`config.mk`:
```
export PLATFORM = sky130hd
export DESIGN_NAME = serial_port_pin_sharing
export DESIGN_NICKNAME = d
export VERILOG_FILES = /design/src/pkg/pin_share_pkg.sv /design/src/hdl/level_sync.sv /design/src/hdl/serial_port_pin_sharing.sv /design/src/hdl/shared_pin_cell.sv
export SDC_FILE = /design/constraint.sdc
export NUM_CORES = 1
export LEC_CHECK = 0
export ABC_AREA = 1
export CORE_UTILIZATION = 35
export CTS_BUF_LIST = sky130_fd_sc_hd__clkbuf_8 sky130_fd_sc_hd__clkbuf_16
export DETAILED_ROUTE_END_ITERATION = 7
export DONT_BUFFER_PORTS = 1
export PLACE_DENSITY_LB_ADDON = 0.15
export SETUP_SLACK_MARGIN = 0.05
export SLEW_MARGIN = 20
export SYNTH_ARGS = -nofsm -noshare
export SYNTH_HDL_FRONTEND = slang
export SYNTH_HIERARCHICAL = 1
export SYNTH_SLANG_ARGS = --single-unit
```
`constraint.sdc`:
```
create_clock -name sys_clk -period 1.4 [get_ports sys_clk]
set_clock_uncertainty 0.15 [all_clocks]
set_input_delay 0.28 -clock sys_clk [delete_from_list [all_inputs] [get_ports sys_clk]]
set_output_delay 0.28 -clock sys_clk [all_outputs]
set_load 0.1 [all_outputs]
```
`src/pkg/pin_share_pkg.sv`:
```
package pin_share_pkg;

    localparam int PIN_COUNT = 2;
    localparam int PIN_DOUT  = 0;
    localparam int PIN_CLK   = 1;

    localparam logic [11:0] OFS_SERIAL_CTRL = 12'h000;
    localparam logic [11:0] OFS_PORT_DIR    = 12'h004;
    localparam logic [11:0] OFS_PORT_DATA   = 12'h008;
    localparam logic [11:0] OFS_PULLDOWN_IN = 12'h00c;
    localparam logic [11:0] OFS_PIN_STATUS  = 12'h010;

    localparam int CTRL_ENABLE_BIT = 0;
    localparam int CTRL_MASTER_BIT = 1;
    localparam int PORT_DOUT_BIT   = 5;
    localparam int PORT_CLK_BIT    = 7;

    localparam int STAT_LEVEL_LSB  = 0;
    localparam int STAT_OE_LSB     = 4;
    localparam int STAT_PD_LSB     = 8;
    localparam int STAT_OWN_LSB    = 12;

    localparam logic       RST_SERIAL_ENABLE = 1'b0;
    localparam logic       RST_MASTER_SELECT = 1'b0;
    localparam logic [1:0] RST_DIR           = 2'h0;
    localparam logic [1:0] RST_DATA          = 2'h0;
    localparam logic [1:0] RST_PULLDOWN_IN   = 2'h0;

    typedef enum {
        REG_SERIAL_CTRL,
        REG_PORT_DIR,
        REG_PORT_DATA,
        REG_PULLDOWN_IN,
        REG_PIN_STATUS,
        REG_NONE
    } reg_sel_type;

    typedef struct packed {
        logic direction;
        logic data;
        logic pulldown_inhibit;
    } port_bits_type;

    typedef struct packed {
        logic oe;
        logic out;
        logic pulldown_en;
    } pin_drive_type;

endpackage

```
`src/hdl/level_sync.sv`:
```
`timescale 1ns/10ps
`default_nettype none

module level_sync (
    // clock and reset
    input  wire logic sys_clk,
    input  wire logic rst,
    // level
    input  wire logic async_in,
    output logic      sync_out
);

    logic stage1_ff;
    logic stage2_ff;

    always_ff @(posedge sys_clk or posedge rst) begin
        if (rst) begin
            stage1_ff <= 1'b0;
            stage2_ff <= 1'b0;
        end else begin
            stage1_ff <= async_in;
            stage2_ff <= stage1_ff;
        end
    end

    assign sync_out = stage2_ff;

endmodule
`default_nettype wire

```
`src/hdl/serial_port_pin_sharing.sv`:
```
// Local design decisions: the register offsets and register access over APB.
`timescale 1ns/10ps
`default_nettype none

// Notes on behaviour
// - serial enabled: data pin driven by serial data, pulldown off.
// - direction and data bits stay readable and writable while serial owns pins.
// - serial owns data pin, direction clear: data bit read returns pin level.
// - serial owns clock pin, direction clear: data bit read returns pin level.
// - serial disabled: data pin follows stored direction, pulldown-inhibit, data bits.
// - serial disabled: clock pin follows stored direction, pulldown-inhibit, data bits.
// - serial and direction clear make an input; pulldown-inhibit turns pulldown off.
// - serial clear, pulldown-inhibit set: data pin pulldown off, output enable follows the direction bit.
// - serial enabled: clock pin buffer follows master select, pulldown off.
// - enabled and master: clock pin driven with internal serial clock.
// - enabled and not master: clock pin released, peer supplies clock.
// - enabled serial unit bypasses port bits; port writes cannot disturb it.
module serial_port_pin_sharing
    import pin_share_pkg::*;
(
    // clock and reset
    input  wire logic        sys_clk,
    input  wire logic        rst,
    // apb slave
    input  wire logic        psel,
    input  wire logic        penable,
    input  wire logic        pwrite,
    input  wire logic [11:0] paddr,
    input  wire logic [31:0] pwdata,
    output logic             pready,
    output logic             pslverr,
    output logic [31:0]      prdata,
    // serial unit
    input  wire logic        serial_data_out,
    input  wire logic        serial_clk_out,
    output logic             serial_clk_in,
    output logic             serial_enable,
    output logic             master_select,
    // shared data output pin
    input  wire logic        shared_dout_pin_in,
    output logic             shared_dout_pin_out,
    output logic             shared_dout_pin_oe,
    output logic             shared_dout_pin_pulldown_en,
    // shared clock pin
    input  wire logic        shared_clk_pin_in,
    output logic             shared_clk_pin_out,
    output logic             shared_clk_pin_oe,
    output logic             shared_clk_pin_pulldown_en
);

    function automatic reg_sel_type reg_decode(input logic [11:0] addr);
        reg_sel_type sel;
        sel = REG_NONE;
        unique case (addr)
            OFS_SERIAL_CTRL: sel = REG_SERIAL_CTRL;
            OFS_PORT_DIR:    sel = REG_PORT_DIR;
            OFS_PORT_DATA:   sel = REG_PORT_DATA;
            OFS_PULLDOWN_IN: sel = REG_PULLDOWN_IN;
            OFS_PIN_STATUS:  sel = REG_PIN_STATUS;
            default:         sel = REG_NONE;
        endcase
        return sel;
    endfunction

    function automatic logic [1:0] port_field(input logic [31:0] word);
        return {word[PORT_CLK_BIT], word[PORT_DOUT_BIT]};
    endfunction

    function automatic logic [31:0] port_word(input logic [1:0] bits);
        logic [31:0] word;
        word                = 32'h0000_0000;
        word[PORT_DOUT_BIT] = bits[PIN_DOUT];
        word[PORT_CLK_BIT]  = bits[PIN_CLK];
        return word;
    endfunction

    // control registers
    logic          serial_enable_ff;
    logic          nxt_serial_enable;
    logic          master_select_ff;
    logic          nxt_master_select;
    logic [1:0]    dir_ff;
    logic [1:0]    nxt_dir;
    logic [1:0]    data_ff;
    logic [1:0]    nxt_data;
    logic [1:0]    pdi_ff;
    logic [1:0]    nxt_pdi;

    // read path
    logic [31:0]   prdata_ff;
    logic [31:0]   nxt_prdata;
    logic          serial_clk_in_ff;
    logic          nxt_serial_clk_in;

    // bus decode
    reg_sel_type   sel;
    logic          setup_phase;
    logic          access_phase;
    logic          wr_take;

    // pin side
    logic [1:0]    pin_raw;
    logic [1:0]    pin_level;
    logic [1:0]    serial_drives;
    logic [1:0]    serial_value;
    port_bits_type port_bits [PIN_COUNT];
    pin_drive_type drive     [PIN_COUNT];
    logic [1:0]    drive_oe;
    logic [1:0]    drive_pd;
    logic [1:0]    owned;
    logic [1:0]    data_view;

    assign sel          = reg_decode(paddr);
    assign setup_phase  = psel && !penable;
    assign access_phase = psel && penable;
    assign wr_take      = access_phase && pwrite;

    assign pready  = 1'b1;
    assign pslverr = access_phase && (sel == REG_NONE ||
                     (pwrite && sel == REG_PIN_STATUS));

    assign pin_raw[PIN_DOUT] = shared_dout_pin_in;
    assign pin_raw[PIN_CLK]  = shared_clk_pin_in;

    // serial unit claims on each pin
    assign serial_drives[PIN_DOUT] = 1'b1;
    assign serial_drives[PIN_CLK]  = master_select_ff;
    assign serial_value[PIN_DOUT]  = serial_data_out;
    assign serial_value[PIN_CLK]   = serial_clk_out;

    genvar gi;
    generate
        for (gi = 0; gi < PIN_COUNT; gi++) begin : g_pin
            level_sync u_sync (
                .sys_clk  (sys_clk),
                .rst      (rst),
                .async_in (pin_raw[gi]),
                .sync_out (pin_level[gi])
            );

            assign port_bits[gi].direction        = dir_ff[gi];
            assign port_bits[gi].data             = data_ff[gi];
            assign port_bits[gi].pulldown_inhibit = pdi_ff[gi];

            shared_pin_cell u_cell (
                .sys_clk       (sys_clk),
                .rst           (rst),
                .serial_enable (serial_enable_ff),
                .serial_drives (serial_drives[gi]),
                .serial_value  (serial_value[gi]),
                .port_bits     (port_bits[gi]),
                .drive         (drive[gi])
            );

            assign drive_oe[gi] = drive[gi].oe;
            assign drive_pd[gi] = drive[gi].pulldown_en;
            assign owned[gi]    = serial_enable_ff;
            // direction clear reads the pin, set reads the latch
            assign data_view[gi] = dir_ff[gi] ? data_ff[gi] : pin_level[gi];
        end
    endgenerate

    // register writes
    always_comb begin
        nxt_serial_enable = serial_enable_ff;
        nxt_master_select = master_select_ff;
        nxt_dir           = dir_ff;
        nxt_data          = data_ff;
        nxt_pdi           = pdi_ff;
        if (wr_take) begin
            unique case (sel)
                REG_SERIAL_CTRL: begin
                    nxt_serial_enable = pwdata[CTRL_ENABLE_BIT];
                    nxt_master_select = pwdata[CTRL_MASTER_BIT];
                end
                REG_PORT_DIR: begin
                    nxt_dir = port_field(pwdata);
                end
                REG_PORT_DATA: begin
                    nxt_data = port_field(pwdata);
                end
                REG_PULLDOWN_IN: begin
                    nxt_pdi = port_field(pwdata);
                end
                REG_PIN_STATUS: begin
                    nxt_pdi = pdi_ff;
                end
                REG_NONE: begin
                    nxt_pdi = pdi_ff;
                end
            endcase
        end
    end

    always_ff @(posedge sys_clk or posedge rst) begin
        if (rst) begin
            serial_enable_ff <= RST_SERIAL_ENABLE;
            master_select_ff <= RST_MASTER_SELECT;
            dir_ff           <= RST_DIR;
            data_ff          <= RST_DATA;
            pdi_ff           <= RST_PULLDOWN_IN;
        end else begin
            serial_enable_ff <= nxt_serial_enable;
            master_select_ff <= nxt_master_select;
            // port bits keep their values across serial use
            dir_ff           <= nxt_dir;
            data_ff          <= nxt_data;
            pdi_ff           <= nxt_pdi;
        end
    end

    // read data, captured in the setup cycle
    always_comb begin
        nxt_prdata = prdata_ff;
        if (setup_phase && !pwrite) begin
            unique case (sel)
                REG_SERIAL_CTRL: begin
                    nxt_prdata                  = 32'h0000_0000;
                    nxt_prdata[CTRL_ENABLE_BIT] = serial_enable_ff;
                    nxt_prdata[CTRL_MASTER_BIT] = master_select_ff;
                end
                REG_PORT_DIR: begin
                    nxt_prdata = port_word(dir_ff);
                end
                REG_PORT_DATA: begin
                    nxt_prdata = port_word(data_view);
                end
                REG_PULLDOWN_IN: begin
                    nxt_prdata = port_word(pdi_ff);
                end
                REG_PIN_STATUS: begin
                    nxt_prdata = 32'h0000_0000;
                    nxt_prdata[STAT_LEVEL_LSB +: 2] = pin_level;
                    nxt_prdata[STAT_OE_LSB +: 2]    = drive_oe;
                    nxt_prdata[STAT_PD_LSB +: 2]    = drive_pd;
                    nxt_prdata[STAT_OWN_LSB +: 2]   = owned;
                end
                REG_NONE: begin
                    nxt_prdata = 32'h0000_0000;
                end
            endcase
        end
    end

    // clock from the peer into the serial unit when not master
    always_comb begin
        nxt_serial_clk_in = serial_clk_in_ff;
        if (serial_enable_ff && !master_select_ff) begin
            nxt_serial_clk_in = pin_level[PIN_CLK];
        end
    end

    always_ff @(posedge sys_clk or posedge rst) begin
        if (rst) begin
            prdata_ff        <= 32'h0000_0000;
            serial_clk_in_ff <= 1'b0;
        end else begin
            prdata_ff        <= nxt_prdata;
            serial_clk_in_ff <= nxt_serial_clk_in;
        end
    end

    assign prdata        = prdata_ff;
    assign serial_clk_in = serial_clk_in_ff;
    assign serial_enable = serial_enable_ff;
    assign master_select = master_select_ff;

    // pin outputs
    assign shared_dout_pin_out         = drive[PIN_DOUT].out;
    assign shared_dout_pin_oe          = drive[PIN_DOUT].oe;
    assign shared_dout_pin_pulldown_en = drive[PIN_DOUT].pulldown_en;
    assign shared_clk_pin_out          = drive[PIN_CLK].out;
    assign shared_clk_pin_oe           = drive[PIN_CLK].oe;
    assign shared_clk_pin_pulldown_en  = drive[PIN_CLK].pulldown_en;

endmodule
`default_nettype wire

```
`src/hdl/shared_pin_cell.sv`:
```
`timescale 1ns/10ps
`default_nettype none

module shared_pin_cell
    import pin_share_pkg::*;
(
    // clock and reset
    input  wire logic          sys_clk,
    input  wire logic          rst,
    // serial unit side
    input  wire logic          serial_enable,
    input  wire logic          serial_drives,
    input  wire logic          serial_value,
    // port side
    input  wire port_bits_type port_bits,
    // pin side
    output pin_drive_type      drive
);

    pin_drive_type drive_ff;
    pin_drive_type nxt_drive;

    always_comb begin
        if (serial_enable) begin
            nxt_drive.oe          = serial_drives;
            nxt_drive.out         = serial_value;
            nxt_drive.pulldown_en = 1'b0;
        end else begin
            nxt_drive.oe          = port_bits.direction;
            nxt_drive.out         = port_bits.data;
            nxt_drive.pulldown_en = !port_bits.pulldown_inhibit;
        end
    end

    always_ff @(posedge sys_clk or posedge rst) begin
        if (rst) begin
            drive_ff <= '0;
        end else begin
            drive_ff <= nxt_drive;
        end
    end

    assign drive = drive_ff;

endmodule
`default_nettype wire

```
==> out/metrics.cfg, run 1 <==
[yosys]
synth-edff-count = 0
synth_ff_type = dfrtp_1
ys_types = 23
synth_top_family_by_area = simple AND/OR/NAND/NOR gates
synth_xor_xnor_area_share_pct = 0
avgSynthCellArea_sq_um = 8.070
ys_top_cells_by_count = 52 x nand2_1, 27 x dfrtp_1, 25 x buf_4
seq_area_frac_synth_pct = 44.30
synth.mux.area_fraction_pct = 0
synth_seq_cells = 27
ys_top_cells_by_area = dfrtp_1 44%, nand2_1 13%, buf_4 12%
synth_area_leader_cell = dfrtp_1
synthArstFlopShare_pct = 100.0
netlist_instances = 189
ys_warn_count = 6
synth_fa_ha_area_share_pct = 0
synth_area_sq_um = 1525
synth_compound_area_share_pct = 6.399
synth_most_common_cell = nand2_1
synth-simple-area-share_pct = 30.84
synth_top_area_share_pct = 44.30

[clock_tree]
cts_tree = done
root_buffer = clkbuf_8
clock_latency_ns = 0.26
cts_buffer_depth = 2
htree_levels = 1
clk_pin_slew_ns = 0.09
clkSinkCount = 27
cts_made_buffers = 3

[timing]
fin_crit_sh_pct = 115.5
final.setup.tns_ns = -0.2326
final-hold-violation-count = 0
finalMaxSlewViolations = 0
min_period_ns = 1.617
worst_slack_ns = -0.2168
timing.fmax_mhz = 618.5
setup_viol = 3
rsz0062_at_grt = yes

[outcome]
failed_checks = negative setup slack
outcome = finished, violations left

[min_path]
hp-class = input pin to flop
hold_depth = 2

[place]
placed_area_sq_um = 1841
post-place-ws_ns = -0.3004
placement.io_buffers = 0
dpl.hpwl_um = 2594
place_congestion = 0.7722

[critical_path]
critical_path_class = input pin to primary output
crit_path_start_kind = input pin
end_kind = primary output
r2r_cells = 6
crit_path_max_fanout = 3
cp.arrival_ns = 1.19
worstPathRequired_ns = 0.97

[finish]
fillerInstances = 401
multiInputGateArea_sq_um = 686.9
syn_to_final_growth_pct = 34.29
drive_gt1_share_pct = 31.30
diodes = 0
seq_area_sq_um = 700.7
layout.cell_area.non_filler_sq_um = 2048
final_nets = 284

[grt]
gr-total-overflow = 0
antenna_found_initial = 0
gr-usage-all-layers_pct = 14.91
grt_pass1_vias = 1188
grt_pass1_wl_um = 5223
grt_max_degree = 18

[floorplanning]
start_util_pct = 37.32
coreArea_sq_um = 4086
rows = 23
dieArea_sq_um = 4626
die_w_um = 68.02
dieHeight_um = 68.02
pin_count = 96

[route]
post_drt_wl_per_cell_um = 11.40
vias = 1241
drcViolationCount = 0
wl_um = 3192
first_iter_violations = 29
avgViaCountPerCell = 4.432
drtPass1Iterations = 6
ant_nets = 0

[power]
p_total_mw = 1.700
irDropWorstVdd_v = 0.0008630
p_per_area_nw_per_um2 = 830.2
leakage_nw = 0.9870

[flow_run]
cap_viol_max_count = 0

metal layers:
metal / vias up / wire (um) / global-route usage (%)
met5: - / 0 / 0
met4: 0 / 31 / 1.563
met3: 4 / 167 / 4.167
met2: 37 / 1701 / 27.70
met1: 573 / 1291 / 17.32
li1: 627 / - / -
path summary, 6_finish.rpt:
path,startpoint,endpoint,slack (ns)
worst max-delay path,paddr[7],pslverr,-0.22
worst min-delay path,pwdata[5],dir_ff[0],0.04
min in group asynchronous,rst,g_pin[1].u_sync/stage1_ff,0.25
max in group asynchronous,rst,prdata[12],0.47
worst min register to register,g_pin[1].u_sync/stage1_ff,g_pin[1].u_sync/sync_out,0.21
worst max register to register,dir_ff[0],prdata[5],0.24
report_power, final:
part	switching [mW]	total, mW	leakage [nW]	internal (mW)
clock network	0.230	0.429	0.0255	0.199
logic	0.367	0.433	0.619	0.0659
registers	0.0445	0.838	0.343	0.794
total	0.642	1.70	0.987	1.06
layout by cell type (no fill, tap or decap), types with 2 or more instances in the layout:
cell           instances
nor2_4                 4
a31oi_1                2
nand3_2                2
nand4_1                3
buf_6                  4
dfrtp_4                5
dfrtp_1               17
nor3_2                 2
nor2_1                 9
conb_1                25
inv_2                  6
dlygate4sd3_1          7
nand2_1               52
o21ai_1               10
buf_4                 18
nand3_1               14
nor2_2                 4
o21ai_0                2
clkbuf_8               3
buf_12                10
dfrtp_2                5
inv_1                 14
final cells by class:
type | instances | share of cell area, %
multi-input combinational | 137 | 33.54
clock buffer | 3 | 2.016
sequential | 27 | 34.21
timing repair buffer | 39 | 21.99
tap | 50 | 3.054
clock inverter | 1 | 0.2443
inverter | 23 | 4.948
kinds of logic after synthesis:
group | after synthesis
other | 2
flip-flops | 27
buffers and inverters | 48
AO/OA/AOI/OAI | 18
AND/OR/NAND/NOR | 94
registers in the layout, indices dropped and copies added (netlist names):
register	count
data_ff	2
dir_ff	2
g_pin.u_cell/drive	6
g_pin.u_sync/stage1_ff	2
g_pin.u_sync/sync_out	2
master_select	1
pdi_ff	2
prdata	8
serial_clk_in	1
serial_enable	1
per-stage QoR:
step / hold slack, ns / instances / utilization (%)
after detailed placement: -0.1229 / 264 / 45.04
after global routing: 0.03873 / 280 / 50.12
final: 0.04387 / 280 / 50.12
after CTS: 0.04308 / 280 / 49.82
after global placement: -0.1231 / 264 / 45.04
after floorplan: -0.1288 / 212 / -
critical path, stage by stage:
cell and delay, ns:
nor2_4 0.11, nand3b_4 0.10, nor3_2 0.20, nand2_1 0.12, a21oi_4 0.18, buf_12 0.19
timing repair:
| action | CTS | global route |
|---|---|---|
| resized for setup | 18 | 2 |
| setup buffers | 5 | 0 |
| setup endpoints to repair | 12 | 8 |
| cloned | 0 | 0 |
| hold endpoints to repair | 33 | 0 |
| hold buffers | 7 | 0 |
| pin swaps | 4 | 2 |
(Power assumes the default switching activity.)
==> run 2: changes to the inputs <==
--- a/config.mk
+++ b/config.mk
@@ -5,7 +5,6 @@
 export SDC_FILE = /design/constraint.sdc
 export NUM_CORES = 1
 export LEC_CHECK = 0
-export ABC_AREA = 1
 export CORE_UTILIZATION = 35
 export CTS_BUF_LIST = sky130_fd_sc_hd__clkbuf_8 sky130_fd_sc_hd__clkbuf_16
 export DETAILED_ROUTE_END_ITERATION = 7
==> out/metrics.cfg, run 2 <==
[finish]
largest_reg_flops = 8  ; unchanged
layout.cell_area.non_filler_sq_um = 2068  ; +0.98%
diodes = 0  ; unchanged
final_nets = 223  ; -21%
final_common_cell = conb_1
drive_gt1_share_pct = 44.97  ; +14 points
final_cell_mix = 25 x conb_1, 20 x dfrtp_1, 15 x buf_4, 12 x mux2_2
final_util_pct = 54.84  ; +4.7 points
fillerInstances = 320  ; -20%
fin_cells = 217  ; -23%
syn_to_final_growth_pct = 46.41

[timing]
final.setup.tns_ns = -4.400  ; -4.167 ns
finalMaxSlewViolations = 0  ; unchanged
rsz0062_at_grt = yes
min_period_ns = 1.920  ; +0.3031 ns
timing.fmax_mhz = 520.9  ; -16%
fin_crit_sh_pct = 137.1  ; +22 points
final-hold-violation-count = 0  ; unchanged
worst_slack_ns = -0.5199  ; -0.3031 ns
setup_viol = 12  ; +9

[grt]
grt_pass1_wl_um = 4864  ; -6.9%
grt_max_degree = 16  ; -2
antenna_found_initial = 0  ; unchanged
gr-total-overflow = 0  ; unchanged
grt_pass1_vias = 979  ; -18%
gr-usage-all-layers_pct = 15.13  ; +0.22 points

[outcome]
failed_checks = negative setup slack
outcome = finished, violations left

[yosys]
synth_most_common_cell = dfrtp_1
ys_top_cells_by_count = 27 x dfrtp_1, 26 x buf_4, 12 x mux2_2
synth_top_area_share_pct = 47.83  ; +3.5 points
synth_seq_cells = 27  ; unchanged
ys_warn_count = 6  ; unchanged
synthArstFlopShare_pct = 100.0  ; unchanged
ys_top_cells_by_area = dfrtp_1 48%, buf_4 14%, mux2_2 9.6%
seq_area_frac_synth_pct = 47.83  ; +3.5 points
ys_types = 32  ; +39%
avgSynthCellArea_sq_um = 11.30  ; +40%
synth_ff_type = dfrtp_1
netlist_instances = 125  ; -34%
synth_area_leader_cell = dfrtp_1
synth-edff-count = 0  ; unchanged
synth_area_sq_um = 1413  ; -7.4%

[floorplanning]
start_util_pct = 37.46  ; +0.13 points
dieArea_sq_um = 4294  ; -7.2%
coreArea_sq_um = 3771  ; -7.7%
rows = 22  ; -4.3%
die_w_um = 65.53  ; -3.7%
pin_count = 96  ; unchanged
dieHeight_um = 65.53  ; -3.7%

[route]
wl_met3_um = 123  ; -26%
ant_nets = 0  ; unchanged
drtPass1Iterations = 4  ; -2
post_drt_wl_per_cell_um = 14.15  ; +24%
highest_layer = met4
wl_um = 3070  ; -3.8%
drt-met1-wl_um = 1340  ; +3.8%
first_iter_violations = 32  ; +10%
drcViolationCount = 0  ; unchanged
met2WireLength_um = 1600  ; -5.9%
vias = 1018  ; -18%
avgViaCountPerCell = 4.691  ; +5.8%

[critical_path]
worstPathRequired_ns = 1.42  ; +0.45 ns
crit_path_start_kind = input pin
cp.arrival_ns = 1.93  ; +0.74 ns
crit_path_max_fanout = 3  ; unchanged
critical_path_class = input pin to flop
crit_path_frequent_cell = or4_4
cpPeakStageDelay_ns = 0.55  ; +0.35 ns
critPathSlowestCell = or4_4
end_kind = flop
path_cells = or4_4 > or4_4 > nor3b_4 > mux2_2

[power]
leakage_nw = 0.9844  ; -0.26%
p_total_mw = 1.641  ; -3.5%
irDropWorstVdd_v = 0.0007882  ; -8.7%
p_per_area_nw_per_um2 = 793.3  ; -4.4%

[clock_tree]
clock_latency_ns = 0.27  ; about the same
htree_levels = 1  ; unchanged
clk_pin_slew_ns = 0.09  ; about the same
cts_tree = done
cts_made_buffers = 3  ; unchanged
clkSinkCount = 27  ; unchanged
cts_buffer_depth = 2  ; unchanged
root_buffer = clkbuf_8

[place]
dp.cells = 196  ; -26%
placed_area_sq_um = 1703  ; -7.5%
place_congestion = 0.7432  ; -3.8%
placement.io_buffers = 0  ; unchanged
dpl.hpwl_um = 2303  ; -11%

[min_path]
hp-class = input pin to flop

[flow_run]
cap_viol_max_count = 0  ; unchanged

==> run 2: logic make-up (layout without fill, tap and decap cells) <==
group / after synthesis / count (layout) / share of synthesized area, %
other cells: 2 / 25 / 0.5316
flops: 27 / 27 / 47.83
simple gates: 34 / 34 / 15.77
buf+inv: 34 / 55 / 16.48
mux: 15 / 15 / 11.87
compound gates: 13 / 13 / 7.529
==> run 2: layout make-up <==
type / instances / area (sq um) / share of cell area (%)
tap: 48 / 60.06 / 2.904
clock inverter: 1 / 5.005 / 0.2420
multi-input combinational: 87 / 695.7 / 33.64
clock buffer: 3 / 41.29 / 1.996
inverter: 5 / 18.77 / 0.9074
sequential: 27 / 699.4 / 33.82
timing repair buffer: 46 / 548.0 / 26.50
==> run 2: repair_timing <==
item                       4_1_cts  5_1_grt
gates resized for setup         23       12
hold buffers                     6        5
setup endpoints to repair       20       29
hold endpoints to repair        34        5
buffers inserted                 4        2
pin swaps                        5        4
==> run 2: path summary, 6_finish.rpt <==
path                                            from                   endpoint  cells after the start  slack (ns)
max                                         paddr[9]                  dir_ff[0]                      4       -0.52
min reg2reg                g_pin[0].u_sync/stage1_ff   g_pin[0].u_sync/sync_out                      0        0.21
max in group asynchronous                        rst                 prdata[12]                      3        0.55
max reg2reg                                dir_ff[0]                  prdata[5]                      4       -0.22
min                                         paddr[4]                  prdata[5]                      2        0.09
min in group asynchronous                        rst  g_pin[1].u_sync/stage1_ff                      2        0.23
==> run 2: critical path: cells and delay by family <==
family / cells / cell delay (ns)
muxes: 1 / 0.35
and+or+nand+nor: 3 / 1.31
==> run 2: power by group <==
group	switching [mW]	internal, mW	total (mW)	leakage (nW)
clock	0.242	0.199	0.441	0.0255
combinational	0.344	0.0648	0.409	0.615
sequential	0.00498	0.786	0.791	0.344
total	0.591	1.05	1.64	0.984
==> run 2: through the flow <==
stage / worst slack (ns) / hold slack [ns]
after CTS: -0.5064 / 0.0003925
after detailed placement: -0.8130 / -0.1235
after global routing: -0.5356 / 0.06524
after floorplan: -0.7905 / -0.1288
final: -0.5199 / 0.08646
after global placement: -0.7600 / -0.1240
==> run 2: metal layers <==
metal	vias to the layer above	GRT usage, %
met4	0	2.446
li1	480	-
met2	36	25.52
met5	-	0
met3	2	4.167
met1	500	19.54
==> run 3: changes to the inputs <==
--- a/config.mk
+++ b/config.mk
@@ -10,6 +10,7 @@
 export DETAILED_ROUTE_END_ITERATION = 7
 export DONT_BUFFER_PORTS = 1
 export PLACE_DENSITY_LB_ADDON = 0.15
+export REMOVE_ABC_BUFFERS = 1
 export SETUP_SLACK_MARGIN = 0.05
 export SLEW_MARGIN = 20
 export SYNTH_ARGS = -nofsm -noshare
==> out/metrics.cfg, run 3 (same netlist as run 2, synthesis figures left out) <==
[timing]
finalMaxSlewViolations = 0  ; unchanged
timing.hold.ws_ns = -0.003096  ; -0.08955 ns
min_period_ns = 1.901  ; -0.01849 ns
worst_slack_ns = -0.5014  ; +0.01848 ns
final-hold-violation-count = 3  ; +3
final.setup.tns_ns = -4.355  ; +0.04517 ns
timing.fmax_mhz = 525.9  ; +0.97%
fin_crit_sh_pct = 135.8  ; -1.3 points
rsz0062_at_grt = yes
setup_viol = 13  ; +1

[critical_path]
r2r_cells = 4  ; unchanged
crit_path_start_kind = input pin
critPathSlowestCell = or4_4
rr_startpoint = dir_ff[0]
cp.arrival_ns = 1.92  ; about the same
path_cells = or4_4 > or4_4 > nor3b_4 > mux2_1
worstReg2RegEnd = prdata[5]
r2r_slack_ns = -0.20  ; +0.02 ns
critical_path_class = input pin to flop
cpPeakStageDelay_ns = 0.55  ; about the same
crit_path_max_fanout = 3  ; unchanged
worstPathRequired_ns = 1.42  ; about the same
end_kind = flop
crit_path_frequent_cell = or4_4

[power]
switching_share_pct = 36.54  ; +0.55 points
pwr-share-clk_pct = 27.9  ; +1.0 points
irDropWorstVdd_v = 0.0007473  ; -5.2%
p_total_mw = 1.652  ; +0.68%
power_frac_seq_pct = 47.9  ; -0.3 points
p_sw_mw = 0.6036  ; +2.2%
leakage_nw = 0.9414  ; -4.4%
p_comb_share_pct = 24.3  ; -0.6 points
intPower_mw = 1.048  ; -0.18%
p_per_area_nw_per_um2 = 822.1  ; +3.6%

[place]
post-place-ws_ns = -0.8064  ; +0.006587 ns
place_congestion = 0.7286  ; -2.0%
dpl.hpwl_um = 2235  ; -3.0%
placement.io_buffers = 0  ; unchanged

[route]
avgViaCountPerCell = 4.727  ; +0.76%
ant_nets = 0  ; unchanged
drcViolationCount = 0  ; unchanged
wl_um = 2942  ; -4.2%
first_iter_violations = 12  ; -63%
post_drt_wl_per_cell_um = 13.62  ; -3.7%
drtPass1Iterations = 2  ; -2
vias = 1021  ; +0.29%

[clock_tree]
htree_levels = 1  ; unchanged
clk_pin_slew_ns = 0.10  ; about the same
cts_buffer_depth = 2  ; unchanged
cts_tree = done
cts_made_buffers = 3  ; unchanged
clkSinkCount = 27  ; unchanged
clock_latency_ns = 0.28  ; about the same
root_buffer = clkbuf_8

[floorplanning]
die_w_um = 65.53  ; unchanged
coreArea_sq_um = 3771  ; unchanged
dieArea_sq_um = 4294  ; unchanged
start_util_pct = 37.46  ; unchanged
rows = 22  ; unchanged
dieHeight_um = 65.53  ; unchanged
pin_count = 96  ; unchanged

[grt]
antenna_found_initial = 0  ; unchanged
grt_pass1_wl_um = 4733  ; -2.7%
grt_max_degree = 17  ; +1
gr-total-overflow = 0  ; unchanged
grt_pass1_vias = 1017  ; +3.9%
gr-usage-all-layers_pct = 14.53  ; -0.60 points

[outcome]
outcome = finished, violations left
failed_checks = negative hold slack, negative setup slack

[min_path]
holdPathEnd = pdi_ff[1]
hold_start = pwdata[7]
hp-class = input pin to flop
hold_depth = 1  ; -1

[finish]
final_common_cell = dfrtp_1
final_cell_mix = 26 x dfrtp_1, 25 x conb_1, 16 x buf_4, 12 x mux2_2, 11 x buf_12
multiInputGateArea_sq_um = 674.4  ; -3.1%
fillerInstances = 326  ; +1.9%
syn_to_final_growth_pct = 42.25
diodes = 0  ; unchanged
seq_area_sq_um = 676.9  ; -3.2%
largest_reg_flops = 8  ; unchanged
final_nets = 222  ; -0.45%
drive_gt1_share_pct = 39.29  ; -5.7 points

[flow_run]
cap_viol_max_count = 0  ; unchanged

[run 3: area by class of cell]
cell class                 instances  area share, %
clock buffer                       3          2.055
clock inverter                     1         0.3736
inverter                           5         0.9340
multi-input combinational         87          33.56
sequential                        27          33.69
tap                               48          2.989
timing repair buffer              45          26.40
[run 3: worst max-delay path by stage]
stage / startpoint / to
after detailed placement: paddr[9] / data_ff[1]
after CTS: paddr[9] / dir_ff[0]
after global routing: paddr[9] / dir_ff[0]
after floorplan: paddr[5] / pslverr
after global placement: paddr[9] / data_ff[1]
final: paddr[9] / data_ff[0]
[run 3: worst max-delay path: cells and delay by family]
family           cells  cell delay, ns
muxes                1            0.34
and+or+nand+nor      3            1.30
[run 3: power by group through the flow]
stage	sequential [mW]	clock, mW	combinational, mW
floorplan	0.811	0	0.325
global placement	0.806	0	0.364
detailed placement	0.806	0	0.365
CTS	0.791	0.464	0.392
global route	0.792	0.496	0.417
finish	0.791	0.460	0.401
[run 3: routing by layer]
| metal | GRT usage, % | wire, um |
|---|---|---|
| met2 | 22.94 | 1477 |
| met4 | 5.707 | 40 |
| met5 | 0 | 0 |
| met1 | 19.30 | 1273 |
| met3 | 3.125 | 151 |
[run 3: repair_timing]
item                                   4_1_cts  5_1_grt
endpoints found under the hold margin       26        1
setup endpoints to repair                   18       27
resized for setup                           11       13
hold buffers                                 9        1
pin swaps                                    4        4
buffers inserted                             2        3
[run 3: stage by stage]
stage | instances | instance area, sq um | hold slack, ns | utilization [%]
detailed placement | 198 | 1710 | -0.1225 | 45.36
CTS | 213 | 1916 | 0.0001461 | 50.80
floorplan | 119 | 1285 | -0.1288 | -
global placement | 198 | 1710 | -0.1241 | 45.36
global route | 216 | 2009 | -0.002055 | 53.28
finish | 216 | 2009 | -0.003096 | 53.28
